File: config.mk
export PLATFORM = sky130hd
export DESIGN_NAME = rts_sequencer
export DESIGN_NICKNAME = d
export VERILOG_FILES = /design/src/rts_pkg.sv /design/src/rts_sequencer.sv
export SDC_FILE = /design/constraint.sdc
export NUM_CORES = 1
export LEC_CHECK = 0
export BUFFER_PORTS_ARGS = -buffer_cell sky130_fd_sc_hd__buf_2
export CORE_MARGIN = 2
export CORE_UTILIZATION = 55
export CTS_BUF_LIST = sky130_fd_sc_hd__clkbuf_8 sky130_fd_sc_hd__clkbuf_16
export CTS_CLUSTER_DIAMETER = 120
export CTS_CLUSTER_SIZE = 28
export DETAILED_ROUTE_END_ITERATION = 7
export GPL_ROUTABILITY_DRIVEN = 0
export PLACE_DENSITY = 0.88
export REMOVE_ABC_BUFFERS = 1
export SETUP_SLACK_MARGIN = 0.1
export SLEW_MARGIN = 10
export SYNTH_ARGS = -nofsm -noshare
export SYNTH_HDL_FRONTEND = slang
export SYNTH_SLANG_ARGS = --single-unit
export TNS_END_PERCENT = 5
File: constraint.sdc
create_clock -name pclk -period 3.8 [get_ports pclk]
set_clock_uncertainty 0.1 [all_clocks]
set_input_delay 0.38 -clock pclk [delete_from_list [all_inputs] [get_ports pclk]]
set_output_delay 0.38 -clock pclk [all_outputs]
set_load 0.05 [all_outputs]
File: src/rts_pkg.sv
// rts_pkg: constants for the reset timeout sequencer
// assumes a 100 MHz pclk and an APB register port
package rts_pkg;
  // register byte offsets
  localparam logic [7:0] RTS_STATUS_OFF = 8'h00;
  localparam logic [7:0] RTS_POWER_CONTROL_REGISTER_OFF = 8'h04;
  localparam logic [7:0] RTS_CFG_OFF = 8'h08;
  localparam logic [7:0] RTS_CAUSE_OFF = 8'h0c;
  localparam logic [7:0] RTS_WAKE_OFF = 8'h10;
  // status flag bit positions
  localparam int RTS_TO_BIT = 4;
  localparam int RTS_PD_BIT = 3;
  // power control bits
  localparam int RTS_POR_BIT = 1;
  localparam int RTS_BOR_BIT = 0;
  // config bits
  localparam int RTS_CFG_POWERUP_TIMER_EN = 0;
  localparam int RTS_CFG_BOR_EN = 1;
  localparam int RTS_CFG_MODE_LO = 2;
  // timing
  localparam int RTS_POWERUP_TIMER_MS = 72;
  localparam int RTS_CLK_MHZ = 100;
  localparam int RTS_POWERUP_TIMER_CYC = RTS_POWERUP_TIMER_MS * 1000 * RTS_CLK_MHZ;
  localparam int RTS_OST_CNT = 1024;
  localparam int RTS_FILT_CYC = 4;
  localparam int RTS_BOR_CYC = 4;
  localparam logic [31:0] RTS_PC_RESET = 32'h0000_0000;
  // oscillator modes
  typedef enum logic [1:0] {
    RTS_LP, RTS_XT, RTS_HS, RTS_RC
  } rts_osc_t;
  // reset kinds
  typedef enum logic [2:0] {
    RTS_K_NONE, RTS_K_POR, RTS_K_PIN_RUN, RTS_K_PIN_SLP,
    RTS_K_WDT_RUN, RTS_K_WDT_WAKE, RTS_K_BOR, RTS_K_INT_WAKE
  } rts_kind_t;
endpackage

File: src/rts_sequencer.sv
// rts_sequencer: reset combiner, power-up timer, oscillator start counter
// assumes async pins are raw; presetn is the analog power-on detector
//
// Local design decisions: the placing of the registers and the APB register port.
`timescale 1ns/10ps
`default_nettype none
module rts_sequencer
  import rts_pkg::*;
#(
  parameter int POWERUP_TIMER_CYC = RTS_POWERUP_TIMER_CYC,
  parameter int OST_CNT = RTS_OST_CNT,
  parameter int FILT_CYC = RTS_FILT_CYC,
  parameter int BOR_CYC = RTS_BOR_CYC
)
(
  input wire logic pclk,
  input wire logic presetn,
  input wire logic psel,
  input wire logic penable,
  input wire logic pwrite,
  input wire logic [7:0] paddr,
  input wire logic [31:0] pwdata,
  output logic [31:0] prdata,
  output logic pready,
  output logic pslverr,
  input wire logic external_reset_pin_n,
  input wire logic supply_low,
  input wire logic oscillator_input,
  input wire logic watchdog_timeout,
  input wire logic sleeping,
  input wire logic int_wake,
  input wire logic [31:0] pc_current,
  output logic core_reset_n,
  output logic registers_reset_n,
  output logic [31:0] pc_load,
  output logic external_reset_pin_oe
);

  // ==========================================================
  // input synchronisers
  logic [1:0] pin_s_r;
  logic [1:0] bor_s_r;
  logic [2:0] osc_s_r;
  always_ff @(posedge pclk or negedge presetn)
  begin
    if (!presetn)
    begin
      pin_s_r <= 2'h3;
      bor_s_r <= 2'h0;
      osc_s_r <= 3'h0;
    end
    else
    begin
      pin_s_r <= {pin_s_r[0], external_reset_pin_n};
      bor_s_r <= {bor_s_r[0], supply_low};
      osc_s_r <= {osc_s_r[1:0], oscillator_input};
    end
  end
  wire logic pin_low = !pin_s_r[1];
  wire logic osc_rise = osc_s_r[1] && !osc_s_r[2];

  // ==========================================================
  // registers
  logic [7:0] status_r;
  logic [1:0] power_control_register_r;
  logic [3:0] cfg_r;
  logic [2:0] cause_r;
  logic [31:0] prdata_r;
  wire logic powerup_timer_en = cfg_r[RTS_CFG_POWERUP_TIMER_EN];
  wire logic bor_en = cfg_r[RTS_CFG_BOR_EN];
  wire rts_osc_t mode = rts_osc_t'(cfg_r[RTS_CFG_MODE_LO +: 2]);
  wire logic xtal = (mode != RTS_RC);

  // ==========================================================
  // pin glitch filter
  logic [7:0] filt_cnt_r;
  logic pin_rst_r;
  always_ff @(posedge pclk or negedge presetn)
  begin
    if (!presetn)
    begin
      filt_cnt_r <= 8'h00;
      pin_rst_r <= 1'b0;
    end
    else if (!pin_low)
    begin
      filt_cnt_r <= 8'h00;
      pin_rst_r <= 1'b0;
    end
    else if (filt_cnt_r < 8'(FILT_CYC)) // short pulses ignored
      filt_cnt_r <= filt_cnt_r + 8'h01;
    else
      pin_rst_r <= 1'b1;
  end

  // ==========================================================
  // brown-out qualifier
  logic [7:0] bor_cnt_r;
  logic bor_act_r;
  always_ff @(posedge pclk or negedge presetn)
  begin
    if (!presetn)
    begin
      bor_cnt_r <= 8'h00;
      bor_act_r <= 1'b0;
    end
    else if (!bor_s_r[1] || !bor_en) // disabled: no reset
    begin
      bor_cnt_r <= 8'h00;
      bor_act_r <= 1'b0;
    end
    else if (bor_cnt_r < 8'(BOR_CYC)) // min low time
      bor_cnt_r <= bor_cnt_r + 8'h01;
    else
      bor_act_r <= 1'b1;
  end
  wire logic bor_hold = bor_act_r && bor_s_r[1];

  // ==========================================================
  // sequencer state machine
  typedef enum logic [2:0] {
    RTS_S_POR, RTS_S_HOLD, RTS_S_POWERUP_TIMER, RTS_S_OST, RTS_S_RUN
  } rts_state_t;
  rts_state_t state_r;
  logic [31:0] tmr_r;
  logic por_seq_r;
  logic wdt_d_r;
  wire logic wdt_rise = watchdog_timeout && !wdt_d_r;
  wire logic powerup_timer_on = powerup_timer_en || bor_en;
  always_ff @(posedge pclk or negedge presetn)
  begin
    if (!presetn)
    begin
      state_r <= RTS_S_POR;
      tmr_r <= 32'h0;
      por_seq_r <= 1'b1;
      wdt_d_r <= 1'b0;
    end
    else
    begin
      wdt_d_r <= watchdog_timeout;
      case (state_r)
        RTS_S_POR:
        begin
          tmr_r <= 32'h0;
          state_r <= powerup_timer_on ? RTS_S_POWERUP_TIMER : RTS_S_OST;
        end
        RTS_S_HOLD:
        begin
          tmr_r <= 32'h0;
          if (!bor_hold) // stay down while supply low
            state_r <= RTS_S_POWERUP_TIMER;
        end
        RTS_S_POWERUP_TIMER:
        begin
          if (bor_hold) // restart timer
            state_r <= RTS_S_HOLD;
          else if (tmr_r >= 32'(POWERUP_TIMER_CYC - 1))
          begin
            tmr_r <= 32'h0;
            state_r <= RTS_S_OST;
          end
          else
            tmr_r <= tmr_r + 32'h1;
        end
        RTS_S_OST:
        begin
          if (bor_hold)
            state_r <= RTS_S_HOLD;
          else if (!xtal || !por_seq_r) // none in rc
            state_r <= RTS_S_RUN;
          else if (tmr_r >= 32'(OST_CNT))
            state_r <= RTS_S_RUN;
          else if (osc_rise)
            tmr_r <= tmr_r + 32'h1;
        end
        RTS_S_RUN:
        begin
          tmr_r <= 32'h0;
          por_seq_r <= 1'b0;
          if (bor_hold)
            state_r <= RTS_S_HOLD;
          else if (sleeping && wdt_rise && xtal)
          begin
            por_seq_r <= 1'b1; // wake needs oscillator start
            state_r <= RTS_S_OST;
          end
        end
        default:
          state_r <= RTS_S_POR;
      endcase
    end
  end

  // ==========================================================
  // reset kind detection and flags
  rts_kind_t kind;
  always_comb
  begin
    kind = RTS_K_NONE;
    if (bor_hold && state_r != RTS_S_HOLD)
      kind = RTS_K_BOR;
    else if (pin_rst_r && !sleeping && core_reset_n)
      kind = RTS_K_PIN_RUN;
    else if (pin_rst_r && sleeping && core_reset_n)
      kind = RTS_K_PIN_SLP;
    else if (wdt_rise && !sleeping)
      kind = RTS_K_WDT_RUN;
    else if (wdt_rise && sleeping)
      kind = RTS_K_WDT_WAKE;
    else if (int_wake && sleeping)
      kind = RTS_K_INT_WAKE;
  end

  logic wdt_hold_r;
  always_ff @(posedge pclk or negedge presetn)
  begin
    if (!presetn)
    begin
      status_r <= 8'h18; // por: timeout and power-down set
      power_control_register_r <= 2'h0; // por flag 0
      cause_r <= 3'(RTS_K_POR);
      cfg_r <= 4'h1;
      pc_load <= RTS_PC_RESET;
      wdt_hold_r <= 1'b0;
    end
    else
    begin
      wdt_hold_r <= 1'b0;
      if (kind != RTS_K_NONE)
        cause_r <= 3'(kind);
      case (kind)
        RTS_K_BOR:
        begin
          status_r[RTS_TO_BIT] <= 1'b1;
          status_r[RTS_PD_BIT] <= 1'b1;
          power_control_register_r[RTS_BOR_BIT] <= 1'b0;
          pc_load <= RTS_PC_RESET;
        end
        RTS_K_PIN_RUN:
          pc_load <= RTS_PC_RESET;
        RTS_K_PIN_SLP:
        begin
          status_r[RTS_TO_BIT] <= 1'b1;
          status_r[RTS_PD_BIT] <= 1'b0;
          pc_load <= RTS_PC_RESET;
        end
        RTS_K_WDT_RUN:
        begin
          status_r[RTS_TO_BIT] <= 1'b0;
          status_r[RTS_PD_BIT] <= 1'b1;
          pc_load <= RTS_PC_RESET;
          wdt_hold_r <= 1'b1;
        end
        RTS_K_WDT_WAKE:
        begin
          status_r[RTS_TO_BIT] <= 1'b0;
          status_r[RTS_PD_BIT] <= 1'b0;
          pc_load <= pc_current + 32'h1;
        end
        RTS_K_INT_WAKE:
        begin
          status_r[RTS_TO_BIT] <= 1'b1;
          status_r[RTS_PD_BIT] <= 1'b0;
          pc_load <= pc_current + 32'h1;
        end
        default:
        begin
          // software writes; TO and PD kept, por and bor flags both writable
          if (psel && penable && pwrite && paddr == RTS_STATUS_OFF)
            status_r <= {status_r[7:5], status_r[4:3], pwdata[2:0]};
          if (psel && penable && pwrite && paddr == RTS_POWER_CONTROL_REGISTER_OFF)
            power_control_register_r <= pwdata[1:0];
          if (psel && penable && pwrite && paddr == RTS_CFG_OFF)
            cfg_r <= pwdata[3:0];
        end
      endcase
    end
  end

  // ==========================================================
  // reset outputs, registered so release is synchronous
  always_ff @(posedge pclk or negedge presetn)
  begin
    if (!presetn)
    begin
      core_reset_n <= 1'b0;
      registers_reset_n <= 1'b0;
      external_reset_pin_oe <= 1'b0;
    end
    else
    begin
      // all sources merged pin release is immediate
      core_reset_n <= (state_r == RTS_S_RUN) && !pin_rst_r &&
        !bor_hold && !wdt_hold_r;
      // watchdog wake spares registers
      registers_reset_n <= !(kind == RTS_K_BOR || kind == RTS_K_PIN_RUN ||
        kind == RTS_K_PIN_SLP || kind == RTS_K_WDT_RUN ||
        state_r == RTS_S_POR);
      external_reset_pin_oe <= 1'b0; // never drive the pin
    end
  end

  // ==========================================================
  // apb read port, zero wait states
  always_ff @(posedge pclk or negedge presetn)
  begin
    if (!presetn)
    begin
      prdata <= 32'h0;
      pready <= 1'b0;
      pslverr <= 1'b0;
    end
    else
    begin
      pready <= psel && !penable;
      pslverr <= psel && !penable && !(paddr == RTS_STATUS_OFF ||
        paddr == RTS_POWER_CONTROL_REGISTER_OFF || paddr == RTS_CFG_OFF ||
        paddr == RTS_CAUSE_OFF || paddr == RTS_WAKE_OFF);
      case (paddr)
        RTS_STATUS_OFF: prdata <= {24'h0, status_r};
        RTS_POWER_CONTROL_REGISTER_OFF: prdata <= {30'h0, power_control_register_r};
        RTS_CFG_OFF: prdata <= {28'h0, cfg_r};
        RTS_CAUSE_OFF: prdata <= {29'h0, cause_r};
        RTS_WAKE_OFF: prdata <= pc_load;
        default: prdata <= 32'h0;
      endcase
    end
  end

endmodule
`default_nettype wire

==> flow_summary.toml, run 1 <==
[timing]
worst_pin_slew_ns = 0.927
rsz0062_at_grt = "no"
slew_viol_final = 0
fin_crit_ns = 2.68
fin_setup_tns_ns = 0
period_share = 0.705
relSlewSlack = 0.382
finalHoldViolCount = 19
setup-violations-final = 0
hold_ws_ns = -0.0175
max_clock_freq_mhz = 373

[global_route]
use_met2 = 0.417
overflow = 0
grt_pass1_wl_um = 26700
grt_pass1_vias = 5559
antenna_found_initial = 0
grt_busiest_layer = "met2"
grt_max_degree = 107
use_met1 = 0.330
grt_util_all_layers = 0.255
gr-usage-met3 = 0.0596

[clock_tree]
clk_pin_slew_ns = 0.06
postCtsSetupBuffers = 0
cts.sinks = 145
tritoncts = "done"
cts_buffer_depth = 2
ctsHoldBuffers = 4
htree_levels = 4
clkLatencyLatePin_ns = 0.42
cts_resized = 0
cts-root-buf = "clkbuf_16"
cts_made_buffers = 17

[logic_synthesis]
syn_avg_cell_area_um2 = 10.3
yosys_warnings = 0
ys_types = 67
synth_ff_type = "dfrtp_1"
syn_area_um2 = 6800
synthCells = 657
synth-edff-count = 0
synth_top_area_cell = "dfrtp_1"
yosysTopAreaCellShare = 0.508
synth-seq-cells = 145
ys_seq_area_frac = 0.535
synthTopCellsByArea = "dfrtp_1 51%, nand2_1 3.6%, o21ai_0 3.5%"
synth-async-reset-ratio = 1.00

[setup_path]
reg2reg_to = "tmr_r[8]"
crit_path_max_fanout = 20
critPathRequiredTime_ns = 3.99
critical_path_arrival_ns = 2.87
critPathLaunchType = "flip-flop"
reg2regPathDepth = 8
crit_slowest_cell = "nor4_1"
crit_path_end_kind = "flip-flop"
crit_chain = "nor4_1 > and3_1 > and4_1 > a31oi_1 > buf_4 > nor3_2 > buf_4 > nor3_1"
max_stage_delay_ns = 0.49
ff2ff_setup_slack_ns = 1.12
worstSetupPathType = "flip-flop to flip-flop"
r2r-start = "tmr_r[26]"
cp-startpoint = "tmr_r[26]"
path_common_cell = "buf_4"

[layout]
final_nets = 872
fin_util = 0.686
drive_gt1_frac = 0.251
syn2layout_area_growth_pct = 21.6
n_antenna_cell = 0

[floorplanning]
start_util = 0.564
coreArea_um2 = 12100
io_pins = 152
num_rows = 40
die_h_um = 115
die_area_um2 = 13300
die_w_um = 115

[drt]
wl_um = 16300
drc = 0
vias_per_cell = 5.76
routedWlPerCell_um = 16.9
ant_nets = 0
drt_iter0_markers = 536
route.vias.total = 5562
first_pass_iters = 6

[pwr]
leakagePower_nw = 4.03
peakVddDrop_v = 0.000357
power.density_nw_per_um2 = 554

[flow_run]
cap_violations = 0

[place]
port_buffers = 122
dpl.hpwl_um = 11000

[status]
outcome = "finished, violations left"
violations = "hold timing"

[min_path]
hold_class = "primary input to asynchronous set/reset pin"
state kept, by name, summed over array words and instances (netlist names), 2 cells and up:
| register | flops |
|---|---|
| pin_s_r | 2 |
| filt_cnt_r | 8 |
| state_r | 3 |
| cfg_r | 4 |
| tmr_r | 32 |
| pc_load | 32 |
| cause_r | 3 |
| prdata | 32 |
| bor_s_r | 2 |
| power_control_register_r | 2 |
| osc_s_r | 3 |
| bor_cnt_r | 8 |
| status_r | 5 |
cell usage after synthesis, types with 8 or more instances:
library cell and number:
nand2_1 66, clkbuf_1 16, nand4_1 14, mux2i_1 14, and3_1 20, nor3_1 19, nor2b_1 8, dfrtp_1 138
nor2_1 56, nand3_1 25, nor4_1 8, xnor2_1 19, inv_1 18, and2_1 34, a31oi_1 14, and4_1 9
a21oi_1 10, o21ai_0 48, xor2_1 13, mux2_2 14
report_power, final:
part           switching [W]  internal [W]
logic               0.000619      0.000297
clock network       0.000646       0.00125
registers           0.000116       0.00165
metrics by stage:
| step | area (um^2) | worst slack, ns | std cells | power, W |
|---|---|---|---|---|
| finish | 8270 | 1.12 | 965 | 0.00458 |
| floorplan | 6670 | 1.24 | 631 | 0.00237 |
| detailed placement | 7550 | 1.15 | 929 | 0.00268 |
| global placement | 7550 | 1.20 | 929 | 0.00266 |
| global route | 8270 | 0.999 | 965 | 0.00475 |
| CTS | 8270 | 1.14 | 965 | 0.00458 |
layer usage:
layer | vias up | share of wire
li1 | 2575 | -
met1 | 2755 | 0.42
met2 | 195 | 0.50
met3 | 37 | 0.055
met4 | 0 | 0.026
met5 | - | 0
worst max-delay path: cells and delay by family (launching register included):
family | cells | cell delay, ns
AO/OA/AOI/OAI | 1 | 0.24
AND/OR/NAND/NOR | 5 | 1.30
flip-flops | 1 | 0.41
buffers and inverters | 2 | 0.51
placed cells by master (no fill, tap or decap), types with 3 or more instances in the layout:
master         netlist  layout
nand4_1             14      14
bufinv_16            0       6
nand2_1             66      66
and3_1              20      20
o21ai_0             48      48
xor2_1              13      13
a21oi_1             10      10
nand3_1             25      25
clkinvlp_4           0       3
dfstp_2              7       7
o31ai_1              5       5
nor2b_1              8       8
nor3_1              19      19
and2_1              34      34
a2bb2oi_1            5       5
clkbuf_16            0      17
and4_1               9       9
mux2i_1             14      14
dlygate4sd3_1        0       4
nand2b_1             7       7
buf_4                3       8
clkinv_4             0       3
a22o_1               5       5
a41oi_1              3       3
inv_1               18      19
mux2_2              14      14
dfrtp_1            138     138
xnor2_1             19      19
ha_1                 5       5
o22ai_1              3       3
buf_2                2     121
a31oi_1             14      14
nor4_1               8       8
nor2_1              56      56
cell type report:
| type | count | area, um^2 |
|---|---|---|
| sequential | 145 | 3640 |
| multi-input combinational | 468 | 2960 |
| clock inverter | 14 | 238 |
| clock buffer | 18 | 439 |
| fill | 831 | 3790 |
| tap | 168 | 210 |
| inverter | 18 | 67.6 |
| timing repair buffer | 134 | 717 |
worst max-delay path by stage:
stage / endpoint / slack, ns
2_1_floorplan: tmr_r[12] / 1.24
3_3_place_gp: tmr_r[12] / 1.20
3_5_place_dp: tmr_r[8] / 1.15
4_1_cts: tmr_r[8] / 1.14
5_1_grt: tmr_r[8] / 1.0
6_report: tmr_r[8] / 1.12
logic make-up after synthesis:
family,Yosys count,synth area share
simple gates,288,0.232
flops,145,0.535
compound gates,114,0.108
buf+inv,44,0.0294
xor+xnor,32,0.0412
mux,28,0.0438
fa+ha+maj,5,0.00920
other cells,1,0.000552
No activity file was read; power rests on OpenSTA's default activity.
==> run 2, diff against run 1 <==
Settings changed: ABC_AREA set to 1, PLACE_DENSITY 0.88 to 0.87.
Clock period 3.8 ns to 2.5 ns, I/O delays scaled along.
==> run 2 against run 1 <==
Net effect:
- the flow now finishes without violations
- utilization up 0.59 points
- final cell count grew 33%
- worst hold slack gained 0.029 ns
- synthesized cell count up 44%
- total power rose by 21%
- count of clock-buffer cells in the layout stayed put
- sequential power is 40% higher
- register-to-register slack worse by 0.82 ns
- synthesized area rose by 6.3%
- routed wire length grew 11%
==> flow_summary.toml, run 2 <==
[status]
outcome = "complete, no violations"

[setup_path]
critical_path_arrival_ns = 2.50
critPathRequiredTime_ns = 2.75
crit_path_end_kind = "flip-flop"
crit_path_max_fanout = 6
worstSetupPathType = "primary input to flip-flop"
critPathLaunchType = "primary input"

[global_route]
grt_pass1_vias = 6493
antenna_found_initial = 1
overflow = 0
grt_pass1_wl_um = 29700
use_met2 = 0.436
grt_busiest_layer = "met2"
grt_util_all_layers = 0.264
use_met1 = 0.317
gr-usage-met3 = 0.0903
grt_max_degree = 52

[clock_tree]
cts_made_buffers = 17
cts_buffer_depth = 2
tritoncts = "done"
cts.sinks = 145
clkLatencyLatePin_ns = 0.42
clk_pin_slew_ns = 0.06
htree_levels = 4
cts-root-buf = "clkbuf_16"
postCtsSetupBuffers = 0

[drt]
vias_per_cell = 5.21
ant_nets = 0
first_pass_iters = 5
drc = 0
routedWlPerCell_um = 14.1
drt_iter0_markers = 464
route.vias.total = 6684
wl_um = 18100

[floorplanning]
num_rows = 41
start_util = 0.568
coreArea_um2 = 12700
io_pins = 152
die_h_um = 119
die_w_um = 119
die_area_um2 = 14100

[logic_synthesis]
synth-async-reset-ratio = 1.00
ys_seq_area_frac = 0.503
synthTopCellsByArea = "dfrtp_1 48%, nand2_1 13%, nor2_1 7.7%"
yosysMostFrequentCell = "nand2_1"
synth-edff-count = 0
synth_top_area_cell = "dfrtp_1"
syn_avg_cell_area_um2 = 7.62
yosys_warnings = 0
yosysTopAreaCellShare = 0.478
synth-seq-cells = 145
syn_area_um2 = 7230
ys_types = 40
synthCells = 948
synthTopCellsByCount = "258 x nand2_1, 149 x nor2_1, 145 x inv_1"
synth_ff_type = "dfrtp_1"

[timing]
relSlewSlack = 0.522
rsz0062_at_grt = "no"
hold_ws_ns = 0.0117
finalHoldViolCount = 0
max_clock_freq_mhz = 445
slew_viol_final = 0
fin_crit_ns = 2.25
worst_pin_slew_ns = 0.711
fin_setup_tns_ns = 0
setup-violations-final = 0
period_share = 0.900

[place]
placed_area_um2 = 8090
dpl.hpwl_um = 12900
dp.cells = 1239
port_buffers = 122

[min_path]
hold_class = "primary input to flip-flop"

[pwr]
peakVddDrop_v = 0.000642
power.density_nw_per_um2 = 629
leakagePower_nw = 4.64

[layout]
seq_area_um2 = 3640
reg_top3 = "pc_load x32, prdata x32, tmr_r x32"
fillers = 1029
fin_util = 0.692
final_cell_mix = "257 x nand2_1, 148 x nor2_1, 145 x inv_1, 138 x dfrtp_1, 121 x buf_2"
multiInputGateArea_um2 = 2940
n_antenna_cell = 0
final_common_cell = "nand2_1"
final_nets = 1186
syn2layout_area_growth_pct = 21.7
fin_cells = 1283
drive_gt1_frac = 0.178
design_area_um2 = 8800

[flow_run]
cap_violations = 0
## run 2: cells by family (layout without fill, tap and decap cells)
family	count (synthesis)	in the layout	share of synthesized area
buffers and inverters	166	329	0.0911
other	1	1	0.000519
DFF	145	145	0.503
xor gates and xnor gates	20	20	0.0242
and+or+nand+nor	522	522	0.304
AOI/OAI and AO/OA	89	89	0.0680
adders and majority gates	5	5	0.00866
## run 2: path summary, 6_finish.rpt
kind	from	endpoint	slack (ns)	cells after the start
worst max-delay path	pc_current[0]	pc_load[30]	0.25	11
worst min-delay path	psel	pready	0.01	3
worst max register to register	tmr_r[0]	state_r[0]	0.30	9
worst min register to register	osc_s_r[0]	osc_s_r[1]	0.26	0
max in group asynchronous	presetn	prdata[18]	1.37	3
min in group asynchronous	presetn	bor_cnt_r[7]	0.24	2
## run 2: timing repair
| action | in CTS | in global routing |
|---|---|---|
| endpoints found under the setup margin | 3 | 5 |
| hold buffers | 12 | 0 |
| endpoints found under the hold margin | 54 | 0 |
| gates cloned | 0 | 0 |
| gates resized for setup | 1 | 3 |
## run 2: stage by stage
stage / total power (W) / setup WS (ns)
finish: 0.00553 / 0.251
global route: 0.00571 / 0.109
CTS: 0.00555 / 0.264
detailed placement: 0.00307 / -0.0271
global placement: 0.00305 / -0.0153
floorplan: 0.00284 / 0.368
## run 2: report_power, final
part	switching, W	internal (W)	leakage (nW)
Clock	0.000989	0.00149	0.277
Sequential	0.0000437	0.00243	1.94
Combinational	0.000424	0.000158	2.43
## run 2: routing by layer
metal	share of wire	routed length (um)
met1	0.40	7320
met2	0.48	8750
met3	0.081	1460
met4	0.031	552
met5	0	0
## run 2: area by class of cell
class                           instances  area share
Sequential cell                       145       0.413
Multi-Input combinational cell        637       0.334
Timing Repair Buffer                  151      0.0997
Inverter                              146      0.0623
Clock buffer                           18      0.0499
Tap cell                              172      0.0245
Clock inverter                         14      0.0161
## run 2: critical path, stage by stage
cell	delay [ns]
dlygate4sd3_1	0.55
buf_2	0.14
ha_1	0.18
nand2_1	0.09
nor2_1	0.09
nand2_1	0.14
nor3_2	0.46
nand2_1	0.17
o21ai_0	0.22
nand3_1	0.11
o21ai_0	0.09
